File: src/rtl/eqr_defs.svh
// Offsets, field positions, reset values and codes of the equalizer/retimer register page
`ifndef EQR_DEFS_SVH
`define EQR_DEFS_SVH

// Register offsets inside the page
`define EQR_OFS_PAGE_RESET 8'h00
`define EQR_OFS_LOS_STATUS 8'h01
`define EQR_OFS_RECOVERY_STATUS 8'h02
`define EQR_OFS_MANUAL_BOOST 8'h03
`define EQR_OFS_SPARE_FIRST 8'h04
`define EQR_OFS_SPARE_LAST 8'h08
`define EQR_OFS_ROUTING_OVERRIDE 8'h09
`define EQR_OFS_FIRST_MUX_CTRL 8'h1C
`define EQR_OFS_SECOND_MUX_CTRL 8'h1E
`define EQR_OFS_EQ_MODE_CTRL 8'h2D
`define EQR_OFS_BOOST_READBACK 8'h52

// Field positions
`define EQR_PAGE_RESET_BIT 2
`define EQR_LOS_BIT 1
`define EQR_MANUAL_EN_BIT 3
`define EQR_OVERRIDE_BIT 5
`define EQR_COMMON_SEL_HI 3
`define EQR_COMMON_SEL_LO 2
`define EQR_OWN_SEL_HI 7
`define EQR_OWN_SEL_LO 5

// Reset values
`define EQR_RST_PAGE_RESET 8'h00
`define EQR_RST_LOS_STATUS 8'h03
`define EQR_RST_RECOVERY_STATUS 8'h41
`define EQR_RST_MANUAL_BOOST 8'h80
`define EQR_RST_SPARE 8'h00
`define EQR_RST_ROUTING_OVERRIDE 8'h00
`define EQR_RST_FIRST_MUX_CTRL 8'h00
`define EQR_RST_SECOND_MUX_CTRL 8'h00
`define EQR_RST_EQ_MODE_CTRL 8'h00
`define EQR_RST_READ_DATA 8'h00

// Page-select code that opens this page
`define EQR_PAGE_CODE 3'h4
`define EQR_SPARE_COUNT 5

`endif

File: src/rtl/eqr_pkg.sv
// Types shared by the equalizer/retimer register page
package eqr_pkg;
  typedef logic [7:0] eqr_byte_t;
  typedef logic [2:0] eqr_page_t;
  typedef logic [2:0] eqr_mux_sel_t;
endpackage

File: src/rtl/eqr_sync.sv
// Two-flop synchroniser with a constant reset value
`timescale 1ns/100ps
module eqr_sync #(
  parameter int WIDTH = 1,
  parameter logic [WIDTH-1:0] RESET_VAL = '0
) (
  input wire clk,
  input wire rst,
  input wire [WIDTH-1:0] asyncIn,
  output logic [WIDTH-1:0] syncOut
);
  logic [WIDTH-1:0] stage1_reg;

  // First stage feeds only the second stage
  always_ff @(posedge clk or posedge rst) begin
    if (rst) begin
      stage1_reg <= RESET_VAL;
      syncOut <= RESET_VAL;
    end else begin
      stage1_reg <= asyncIn;
      syncOut <= stage1_reg;
    end
  end
endmodule

File: src/rtl/eqr_page_regs.sv
// Register page for trace equalizer boost, recovery status and output routing
// Functional notes
// - Writing one to bit 2 at 0x00 resets the page; bit self-clears.
// - Bit 1 at 0x01 reads one on trace input signal loss, zero otherwise.
// - Read-only 8-bit recovery status word at 0x02, default 0x41.
// - Boost register 0x03 holds four 2-bit stage controls, default 0x80.
// - Manual stage boosts drive the equalizer only while 0x2D bit 3 is one.
// - Boost in use by the equalizer reads back at 0x52.
// - With override clear, 0x1C bits 3:2 route both outputs together.
// - With override set, outputs route from 0x1C and 0x1E bits 7:5.
`timescale 1ns/100ps
`include "eqr_defs.svh"
module eqr_page_regs (
  input wire clk,
  input wire rst,
  input wire eqr_pkg::eqr_page_t pageSelect,
  input wire regWrite,
  input wire regRead,
  input wire eqr_pkg::eqr_byte_t regAddr,
  input wire eqr_pkg::eqr_byte_t regWdata,
  output eqr_pkg::eqr_byte_t regRdata,
  output logic regRdValid,
  input wire traceInputSignalLost,
  input wire eqr_pkg::eqr_byte_t recoveryStatusIn,
  input wire eqr_pkg::eqr_byte_t adaptiveBoost,
  output eqr_pkg::eqr_byte_t appliedBoost,
  output eqr_pkg::eqr_mux_sel_t firstOutputMuxSel,
  output eqr_pkg::eqr_mux_sel_t secondOutputMuxSel
);
  import eqr_pkg::*;

  eqr_byte_t pageResetCtrl_reg;
  logic pageResetPulse_reg;
  eqr_byte_t manualStageBoost_reg;
  eqr_byte_t spare_reg [`EQR_SPARE_COUNT];
  eqr_byte_t routingOverride_reg;
  eqr_byte_t firstMuxCtrl_reg;
  eqr_byte_t secondMuxCtrl_reg;
  eqr_byte_t eqModeCtrl_reg;
  logic losSync;
  eqr_byte_t recoveryStatusSync;
  eqr_byte_t statusPrev_reg;
  eqr_byte_t statusStable_reg;
  logic pageOpen;
  logic wrHit;
  logic rdHit;
  eqr_byte_t readValue;

  // Pin-side status crosses two flops; the wide status word is then filtered for agreement
  eqr_sync #(.WIDTH(1), .RESET_VAL(1'b1)) losSyncInst (
    .clk(clk),
    .rst(rst),
    .asyncIn(traceInputSignalLost),
    .syncOut(losSync)
  );

  eqr_sync #(.WIDTH(8), .RESET_VAL(`EQR_RST_RECOVERY_STATUS)) statusSyncInst (
    .clk(clk),
    .rst(rst),
    .asyncIn(recoveryStatusIn),
    .syncOut(recoveryStatusSync)
  );

  // Status word taken only when two samples agree, so bits caught mid-change never read as a mix
  always_ff @(posedge clk or posedge rst) begin
    if (rst) begin
      statusPrev_reg <= `EQR_RST_RECOVERY_STATUS;
      statusStable_reg <= `EQR_RST_RECOVERY_STATUS;
    end else begin
      statusPrev_reg <= recoveryStatusSync;
      if (recoveryStatusSync == statusPrev_reg) begin
        statusStable_reg <= recoveryStatusSync;
      end
    end
  end

  // Access gating; writes during the page reset cycle are dropped
  assign pageOpen = (pageSelect == `EQR_PAGE_CODE);
  assign wrHit = regWrite && pageOpen && !pageResetPulse_reg;
  assign rdHit = regRead && pageOpen;

  // True when the address falls in the spare block
  function automatic logic isSpare(input eqr_byte_t addr);
    isSpare = (addr >= `EQR_OFS_SPARE_FIRST) && (addr <= `EQR_OFS_SPARE_LAST);
  endfunction

  // Index of a spare location from its address
  function automatic logic [2:0] spareIndex(input eqr_byte_t addr);
    eqr_byte_t diff;
    diff = addr - `EQR_OFS_SPARE_FIRST;
    spareIndex = diff[2:0];
  endfunction

  // Self-clearing page reset strobe, armed by a write of bit 2
  always_ff @(posedge clk or posedge rst) begin
    if (rst) begin
      pageResetPulse_reg <= 1'b0;
    end else begin
      pageResetPulse_reg <= wrHit && (regAddr == `EQR_OFS_PAGE_RESET) && regWdata[`EQR_PAGE_RESET_BIT];
    end
  end

  // Writable registers; the page reset strobe returns all of them to defaults
  always_ff @(posedge clk or posedge rst) begin
    if (rst) begin
      pageResetCtrl_reg <= `EQR_RST_PAGE_RESET;
      manualStageBoost_reg <= `EQR_RST_MANUAL_BOOST;
      routingOverride_reg <= `EQR_RST_ROUTING_OVERRIDE;
      firstMuxCtrl_reg <= `EQR_RST_FIRST_MUX_CTRL;
      secondMuxCtrl_reg <= `EQR_RST_SECOND_MUX_CTRL;
      eqModeCtrl_reg <= `EQR_RST_EQ_MODE_CTRL;
      for (int i = 0; i < `EQR_SPARE_COUNT; i++) begin
        spare_reg[i] <= `EQR_RST_SPARE;
      end
    end else if (pageResetPulse_reg) begin
      pageResetCtrl_reg <= `EQR_RST_PAGE_RESET;
      manualStageBoost_reg <= `EQR_RST_MANUAL_BOOST;
      routingOverride_reg <= `EQR_RST_ROUTING_OVERRIDE;
      firstMuxCtrl_reg <= `EQR_RST_FIRST_MUX_CTRL;
      secondMuxCtrl_reg <= `EQR_RST_SECOND_MUX_CTRL;
      eqModeCtrl_reg <= `EQR_RST_EQ_MODE_CTRL;
      for (int i = 0; i < `EQR_SPARE_COUNT; i++) begin
        spare_reg[i] <= `EQR_RST_SPARE;
      end
    end else if (wrHit) begin
      // Reset bit is stored so it reads back one until the strobe clears it
      if (regAddr == `EQR_OFS_PAGE_RESET) begin
        pageResetCtrl_reg <= regWdata;
      end
      if (regAddr == `EQR_OFS_MANUAL_BOOST) begin
        manualStageBoost_reg <= regWdata;
      end
      if (isSpare(regAddr)) begin
        spare_reg[spareIndex(regAddr)] <= regWdata;
      end
      if (regAddr == `EQR_OFS_ROUTING_OVERRIDE) begin
        routingOverride_reg <= regWdata;
      end
      if (regAddr == `EQR_OFS_FIRST_MUX_CTRL) begin
        firstMuxCtrl_reg <= regWdata;
      end
      if (regAddr == `EQR_OFS_SECOND_MUX_CTRL) begin
        secondMuxCtrl_reg <= regWdata;
      end
      if (regAddr == `EQR_OFS_EQ_MODE_CTRL) begin
        eqModeCtrl_reg <= regWdata;
      end
    end
  end

  // Read decode; unmapped holes read zero
  always_comb begin
    readValue = `EQR_RST_READ_DATA;
    if (isSpare(regAddr)) begin
      readValue = spare_reg[spareIndex(regAddr)];
    end else begin
      case (regAddr)
        `EQR_OFS_PAGE_RESET: readValue = pageResetCtrl_reg;
        `EQR_OFS_LOS_STATUS: readValue = {6'h00, losSync, 1'b1};
        `EQR_OFS_RECOVERY_STATUS: readValue = statusStable_reg;
        `EQR_OFS_MANUAL_BOOST: readValue = manualStageBoost_reg;
        `EQR_OFS_ROUTING_OVERRIDE: readValue = routingOverride_reg;
        `EQR_OFS_FIRST_MUX_CTRL: readValue = firstMuxCtrl_reg;
        `EQR_OFS_SECOND_MUX_CTRL: readValue = secondMuxCtrl_reg;
        `EQR_OFS_EQ_MODE_CTRL: readValue = eqModeCtrl_reg;
        `EQR_OFS_BOOST_READBACK: readValue = appliedBoost;
        default: readValue = `EQR_RST_READ_DATA;
      endcase
    end
  end

  // Read answer one cycle after the strobe; closed page answers zero so software never hangs
  always_ff @(posedge clk or posedge rst) begin
    if (rst) begin
      regRdata <= `EQR_RST_READ_DATA;
      regRdValid <= 1'b0;
    end else begin
      regRdValid <= regRead;
      regRdata <= rdHit ? readValue : `EQR_RST_READ_DATA;
    end
  end

  // Boost in use: manual stages only while manual mode is enabled
  always_ff @(posedge clk or posedge rst) begin
    if (rst) begin
      appliedBoost <= `EQR_RST_READ_DATA;
    end else begin
      appliedBoost <= eqModeCtrl_reg[`EQR_MANUAL_EN_BIT] ? manualStageBoost_reg : adaptiveBoost;
    end
  end

  // Output routing: common 2-bit select or per-output 3-bit selects
  always_ff @(posedge clk or posedge rst) begin
    if (rst) begin
      firstOutputMuxSel <= 3'h0;
      secondOutputMuxSel <= 3'h0;
    end else if (routingOverride_reg[`EQR_OVERRIDE_BIT]) begin
      firstOutputMuxSel <= firstMuxCtrl_reg[`EQR_OWN_SEL_HI:`EQR_OWN_SEL_LO];
      secondOutputMuxSel <= secondMuxCtrl_reg[`EQR_OWN_SEL_HI:`EQR_OWN_SEL_LO];
    end else begin
      firstOutputMuxSel <= {1'b0, firstMuxCtrl_reg[`EQR_COMMON_SEL_HI:`EQR_COMMON_SEL_LO]};
      secondOutputMuxSel <= {1'b0, firstMuxCtrl_reg[`EQR_COMMON_SEL_HI:`EQR_COMMON_SEL_LO]};
    end
  end

  // Checks next to the logic
  AST_PAGE_RESET_RESTORES: assert property (@(posedge clk) disable iff (rst)
    (wrHit && regAddr == `EQR_OFS_PAGE_RESET && regWdata[`EQR_PAGE_RESET_BIT]) |-> ##2
    (manualStageBoost_reg == `EQR_RST_MANUAL_BOOST && routingOverride_reg == `EQR_RST_ROUTING_OVERRIDE
     && !pageResetCtrl_reg[`EQR_PAGE_RESET_BIT]))
    else $error("page reset did not restore defaults");

  AST_RESET_SELF_CLEARS: assert property (@(posedge clk) disable iff (rst)
    pageResetPulse_reg |=> !pageResetPulse_reg)
    else $error("page reset strobe lasted more than one cycle");

  AST_LOS_READ: assert property (@(posedge clk) disable iff (rst)
    (rdHit && regAddr == `EQR_OFS_LOS_STATUS) |=> (regRdata[`EQR_LOS_BIT] == $past(losSync) && regRdValid))
    else $error("loss status read mismatch");

  AST_STATUS_READ: assert property (@(posedge clk) disable iff (rst)
    (rdHit && regAddr == `EQR_OFS_RECOVERY_STATUS) |=> regRdata == $past(statusStable_reg))
    else $error("recovery status read mismatch");

  AST_MANUAL_APPLIED: assert property (@(posedge clk) disable iff (rst)
    eqModeCtrl_reg[`EQR_MANUAL_EN_BIT] |=> appliedBoost == $past(manualStageBoost_reg))
    else $error("manual boost not applied");

  AST_ADAPTIVE_APPLIED: assert property (@(posedge clk) disable iff (rst)
    !eqModeCtrl_reg[`EQR_MANUAL_EN_BIT] |=> appliedBoost == $past(adaptiveBoost))
    else $error("adaptive boost not passed while manual mode off");

  AST_BOOST_READBACK: assert property (@(posedge clk) disable iff (rst)
    (rdHit && regAddr == `EQR_OFS_BOOST_READBACK) |=> regRdata == $past(appliedBoost))
    else $error("boost readback mismatch");

  AST_COMMON_ROUTE: assert property (@(posedge clk) disable iff (rst)
    !routingOverride_reg[`EQR_OVERRIDE_BIT] |=>
    (firstOutputMuxSel == secondOutputMuxSel && firstOutputMuxSel[1:0] == $past(firstMuxCtrl_reg[3:2])))
    else $error("common routing mismatch");

  AST_OWN_ROUTE: assert property (@(posedge clk) disable iff (rst)
    routingOverride_reg[`EQR_OVERRIDE_BIT] |=>
    (firstOutputMuxSel == $past(firstMuxCtrl_reg[7:5]) && secondOutputMuxSel == $past(secondMuxCtrl_reg[7:5])))
    else $error("per-output routing mismatch");

  AST_CLOSED_PAGE_IGNORED: assert property (@(posedge clk) disable iff (rst)
    (regWrite && !pageOpen && !pageResetPulse_reg) |=>
    $stable(manualStageBoost_reg) && $stable(eqModeCtrl_reg) && $stable(spare_reg[2]))
    else $error("write took effect with page closed");

  AST_SPARE_STORES: assert property (@(posedge clk) disable iff (rst)
    (wrHit && regAddr == 8'h05) |=> spare_reg[1] == $past(regWdata))
    else $error("spare location did not store write");
endmodule

File: config.mk
export PLATFORM = sky130hd
export DESIGN_NAME = eqr_page_regs
export DESIGN_NICKNAME = d
export VERILOG_FILES = /design/src/rtl/eqr_pkg.sv /design/src/rtl/eqr_sync.sv /design/src/rtl/eqr_page_regs.sv
export VERILOG_INCLUDE_DIRS = /design/src /design/src/rtl
export SDC_FILE = /design/constraint.sdc
export NUM_CORES = 1
export LEC_CHECK = 0
export BUFFER_PORTS_ARGS = -buffer_cell sky130_fd_sc_hd__buf_4
export CORE_MARGIN = 2
export CORE_UTILIZATION = 56
export CTS_CLUSTER_SIZE = 10
export DETAILED_ROUTE_END_ITERATION = 8
export HOLD_SLACK_MARGIN = 0.15
export PLACE_DENSITY_LB_ADDON = 0.3
export SKIP_LAST_GASP = 1
export SYNTH_ARGS = -nofsm -noshare
export SYNTH_HDL_FRONTEND = slang
export SYNTH_SLANG_ARGS = --single-unit
File: constraint.sdc
create_clock -name clk -period 14.2 [get_ports clk]
set_input_delay 2.13 -clock clk [delete_from_list [all_inputs] [get_ports clk]]
set_output_delay 2.13 -clock clk [all_outputs]
set_load 0.05 [all_outputs]
Word level (Yosys, flattened, before mapping)
Index checks and enable logic that the tools add are counted.

word-level totals
  logic and storage cells = 96
  register bits after elaboration = 146
  output and inout bits = 23

operators by class
  bitwise operators = 1
  add/sub/neg operators = 1
  order comparisons = 4
  reductions and logical operators = 24
  equal/unequal tests = 10
  mux-type cells = 33

operators with widths
  operator                                                           count
  2-to-1 mux 8 bit                                                   24
  2-to-1 mux 40 bit                                                  3
  case mux 8 bit (9 select lines)                                    1
  bitwise mux 40 bit                                                 1
  binary-select mux 8 bit (select 3 bit)                             1
  demux 8 bit (select 3 bit)                                         1
  equality test 8 x 2 -> 1 bit, second input constant                2
  equality test 8 x 5 -> 1 bit, second input constant                2
  nonzero test 2 bit                                                 8
  AND reduction 2 bit                                                7
  equality test 8 x 1 -> 1 bit, second input constant                1
  equality test 8 x 4 -> 1 bit, second input constant                1
  equality test 8 x 6 -> 1 bit, second input constant                1
  equality test 8 x 7 -> 1 bit, second input constant                1
  equality test 8 bit                                                1
  greater-or-equal comparator 8 x 3 -> 1 bit, second input constant  1
  less-or-equal comparator 8 x 4 -> 1 bit, second input constant     1
  zero test 8 bit                                                    1
  logical AND 1 bit                                                  7
  2-to-1 mux 3 bit                                                   2
  greater-or-equal comparator 4 bit, second input constant           1
  < comparator 4 x 1 -> 1 bit, second input constant                 1
  NOT 3 -> 4 bit                                                     1
  equality test 3 bit, second input constant                         1
  2 further kinds                                                    2

Longest topological paths before layout
  depth after elaboration = 10
  gate-level depth with buffers = 7
  mapped depth without buffers = 5

By module
From an unflattened synthesis, not the netlist that was laid out.

unflattened totals
  cell total of the unflattened synthesis = 610
  area total of the unflattened synthesis = 6,530.0 sq um

by module, submodules not included
  module                     sequential area each (sq um)  times used  cells each  area an instance (sq um)
  eqr_page_regs              3,209.3                       1           590         6,064.6
  eqr_sync (statusSyncInst)  405.4                         1           17          409.1
  eqr_sync (losSyncInst)     52.6                          1           3           56.3

Worst setup path before layout
No wires, ideal clock.

  kind = input to register
  start point = input regAddr[7]
  end point = register spare_reg[15] (netlist name)
  data arrival time = 3.469 ns
  slack = 10.599 ns
  data required time = 14.068 ns
  cell stages on the path = 7
  path through = or4_4 > buf_6 > nor3_4 > and2_1 > buf_6 > mux2i_1 > nor2_1

on the way
  longest elaborated chain between the ends = 4
  elaborated cells on any way between the ends = 5

ends and longest elaborated chain
  element                                                                                                                        RTL line              RTL
  from (decl)                                                                                                                    eqr_page_regs.sv:19   input wire eqr_pkg::eqr_byte_t regAddr,
  greater-or-equal comparator 8 x 3 -> 1 bit (no source line) / less-or-equal comparator 8 x 4 -> 1 bit (equally long branches)  -
  logical AND 1 bit *                                                                                                            eqr_page_regs.sv:84   isSpare = (addr >= `EQR_OFS_SPARE_FIRST) && (addr <= `EQR_OFS_SPARE_LAST);
  nonzero test 2 bit (no source line) *                                                                                          -
  AND reduction 2 bit (no source line) *                                                                                         -
  to (signal, indexed assignment)                                                                                                eqr_page_regs.sv:113  spare_reg[i] <= `EQR_RST_SPARE;
  to (signal, indexed assignment)                                                                                                eqr_page_regs.sv:123  spare_reg[i] <= `EQR_RST_SPARE;
  to (signal, indexed assignment)                                                                                                eqr_page_regs.sv:134  spare_reg[spareIndex(regAddr)] <= regWdata;
  to (decl)                                                                                                                      eqr_page_regs.sv:35   eqr_byte_t spare_reg [`EQR_SPARE_COUNT];

Every way passes the cells marked *; elsewhere a longest branch is shown, timed or not.
A chain may end at the register's enable or synchronous reset.

Final worst setup path
  start point = input regAddr[7]
  end point = register spare_reg[11] (netlist name)

The elaborated chain is that of the path after synthesis.

==> results.sh <==
export IMPL_power_frac_comb_pct=6.2
export IMPL_die_y_um=112.3
export IMPL_clk_pin_slew_ns=0.06
export IMPL_grt_max_degree=90
export IMPL_htreeDepth=4
export IMPL_cp_end_kind="register"
export IMPL_cts_resized=0
export IMPL_ant_nets=0
export IMPL_cts_sinks=146
export IMPL_gr_total_overflow=0
export IMPL_setup_violations_final=0
export IMPL_drt_first_pass_iters=7
export IMPL_ioPinCount=63
export IMPL_final_layout_size_suffix_gt1_share_pct=22.27
export IMPL_dp_hpwl_um=11000
export IMPL_final_period_utilization_pct=29.82
export IMPL_fin_crit_ns=4.234
export IMPL_wirelength_um=16510
export IMPL_avgSynthCellArea_sq_um=11.31
export IMPL_drt_iter0_markers=451
export IMPL_wl_per_cell_um=21.28
export IMPL_rr_endpoint="statusStable_reg[3]"
export IMPL_syn_area_sq_um=6563
export IMPL_skew_ns=0.006325
export IMPL_synthMuxAreaShare_pct=14.80
export IMPL_grt_pass1_vias=4695
export IMPL_drc=0
export IMPL_cp_arrival_ns=4.50
export IMPL_pwr_share_seq_pct=46.1
export IMPL_synth_top_family_by_area="simple AND/OR/NAND/NOR gates"
export IMPL_status="completed"
export IMPL_grt_pass1_wl_um=26390
export IMPL_ys_types=52
export IMPL_start_util_pct=57.47
export IMPL_crit_path_start_kind="input port"
export IMPL_rrSetupSlack_ns=12.19
export IMPL_synthArstFlopShare_pct=100.0
export IMPL_power_density_nw_per_um2=124.1
export IMPL_drv_cap=0
export IMPL_whs_endpoint="statusSyncInst.syncOut[2]"
export IMPL_switchingPower_mw=0.2048
export IMPL_worst_pin_slew_ns=1.141
export IMPL_syn_inst=580
export IMPL_yosysWarnings=0
export IMPL_ys_flop_type="dfrtp_1"
export IMPL_gp_congestion=1.019
export IMPL_synth_edf_count=0
export IMPL_post_cts_buffers=0
export IMPL_maxSlewViolCount=0
export IMPL_vias=4812
export IMPL_die_area_sq_um=12600
export IMPL_largest_reg_flops=40
export IMPL_synthAdderAreaFrac_pct=0
export IMPL_synth_xor_area_share_pct=1.068
export IMPL_dp_slack_ns=9.607
export IMPL_synth_seq_cells=146
export IMPL_critical_path_startpoint="regAddr[7]"
export IMPL_seq_area_frac_synth_pct=55.88
export IMPL_clockPowerShare_pct=47.7
export IMPL_layout_setup_ws_ns=9.966
export IMPL_antenna_found_initial=0
export IMPL_max_freq_mhz=236.2
export IMPL_n_antenna_cell=0
export IMPL_synth_nets=620
export IMPL_worstPathMaxFanout=20
export IMPL_synth_top_area_share_pct=51.48
export IMPL_p_int_mw=0.7400
export IMPL_reg2reg_depth=4
export IMPL_swShare_pct=21.67
export IMPL_synth_top_cell_by_area="dfrtp_1"
export IMPL_cts_tree="done"
export IMPL_clk_path_buf_depth=2
export IMPL_synth_area_leaders="dfrtp_1 51%, mux2i_1 9.3%, dfstp_2 4.4%"
export IMPL_crit_type="in -> reg"
export IMPL_core_area_sq_um=11420
export IMPL_syn2layout_area_growth_pct=16.02
export IMPL_die_x_um=112.3
export IMPL_hold_violations=0
export IMPL_holdCritStartpoint="statusSyncInst.stage1_reg[2]"
export IMPL_crit_required_ns=14.46
export IMPL_nets=660
export IMPL_hold_buffers=0
export IMPL_grt_usage_pct=27.57
export IMPL_min_path_cells=0
export IMPL_leakage_nw=3.763
export IMPL_r2r_start="statusSyncInst.syncOut[0]"
export IMPL_synth_compound_area_share_pct=9.247
export IMPL_hp_class="reg -> reg"
export IMPL_peakVddDrop_uv=139.4
export IMPL_cts_buffers=17
export IMPL_clk_latency_ns=0.42
export IMPL_yosys_area_share_simple_pct=15.54
export IMPL_vias_per_cell=6.201
export IMPL_fin_tns_setup_ns=0
export IMPL_cts_root_buf="clkbuf_16"
export IMPL_relSlewSlack_pct=23.32
export IMPL_rsz0062_at_grt="false"
export IMPL_port_buffers=62
export IMPL_fp_row_count=39
## placed cells by master (no fill, tap or decap), types with 5 or more instances in the layout
cell | netlist | routed
mux2_2 | 16 | 16
buf_4 | 0 | 65
clkbuf_1 | 20 | 7
xnor2_1 | 8 | 8
a21o_1 | 5 | 5
clkbuf_16 | 0 | 17
dfrtp_1 | 135 | 134
nand3b_1 | 5 | 5
a22oi_1 | 12 | 12
a21oi_1 | 40 | 40
nand2_1 | 51 | 51
mux4_2 | 8 | 8
mux2i_1 | 61 | 61
nand3_1 | 36 | 36
o32ai_1 | 5 | 5
dfstp_2 | 11 | 11
nor2_1 | 68 | 68
nor2b_1 | 8 | 8
and2_1 | 6 | 6
## power by group through the flow
stage | clock network (mW) | logic, mW | registers (mW)
after floorplan | 0 | 0.0317 | 0.445
after global placement | 0 | 0.0577 | 0.443
after detailed placement | 0 | 0.0585 | 0.443
after CTS | 0.455 | 0.0588 | 0.436
after global routing | 0.476 | 0.0628 | 0.437
final | 0.450 | 0.0585 | 0.436
## metrics by stage
stage | power [mW] | hold slack, ns | utilization (%) | std cells | cell area (sq um)
after floorplan | 0.4767 | 0.3312 | - | 580 | 6563
after global placement | 0.5003 | 0.3327 | 61.46 | 744 | 7018
after detailed placement | 0.5013 | 0.3347 | 61.46 | 744 | 7018
after CTS | 0.9497 | 0.3482 | 66.68 | 776 | 7614
after global routing | 0.9761 | 0.3579 | 66.68 | 776 | 7614
final | 0.9448 | 0.3476 | 66.68 | 776 | 7614
## synth_stat cells, types with 2 or more instances
library cell / number
dfrtp_1: 135
nor2_1: 68
mux2i_1: 61
nand2_1: 51
a21oi_1: 40
nand3_1: 36
clkbuf_1: 20
buf_2: 17
mux2_2: 16
a22oi_1: 12
dfstp_2: 11
mux4_2: 8
nor2b_1: 8
xnor2_1: 8
and2_1: 6
a21o_1: 5
buf_6: 5
nand3b_1: 5
o32ai_1: 5
a211oi_1: 4
a22o_1: 4
nand3_2: 4
o21ai_0: 4
a2111oi_0: 3
a221oi_1: 3
nand2b_1: 3
o2bb2ai_1: 3
a31oi_1: 2
a32oi_1: 2
and3_1: 2
buf_1: 2
nand4_1: 2
nand4b_1: 2
nor3_1: 2
nor3_4: 2
nor3b_1: 2
o22ai_1: 2
## critical path: stages
cell and delay [ns]:
buf_4 0.13, or4_4 0.62, nor3_4 0.75, and2_1 0.54, mux2i_1 0.26, nor2_1 0.06
## worst max-delay path by stage
stage	end	slack [ns]	cells after the start
2_1_floorplan	appliedBoost[0]	8.17	1
3_3_place_gp	spare_reg[10]	9.68	6
3_5_place_dp	spare_reg[11]	9.61	6
4_1_cts	spare_reg[11]	10.0	6
5_1_grt	manualStageBoost_reg[2]	9.86	6
6_report	spare_reg[11]	9.97	6
## area by class of cell
cell class                 count  area (sq um)
clock buffer                  27         493.0
clock inverter                 5         102.6
fill                         878          3805
inverter                       1         8.758
multi-input combinational    389          2674
sequential                   146          3669
tap                          143         178.9
timing repair buffer          65         488.0
## kinds of logic after synthesis
group                  Yosys count
AND/OR/NAND/NOR                204
flip-flops                     146
AO/OA/AOI/OAI                   92
multiplexers                    85
buffers and inverters           45
XOR/XNOR                         8
## per-layer routing
metal | up-vias | routed length [um] | global-route usage, %
met5 | - | 0 | 0
met4 | 0 | 398 | 10.08
met3 | 27 | 1413 | 8.585
met2 | 216 | 7834 | 41.24
met1 | 2444 | 6864 | 38.52
li1 | 2125 | - | -
No activity file was read; power rests on OpenSTA's default activity.
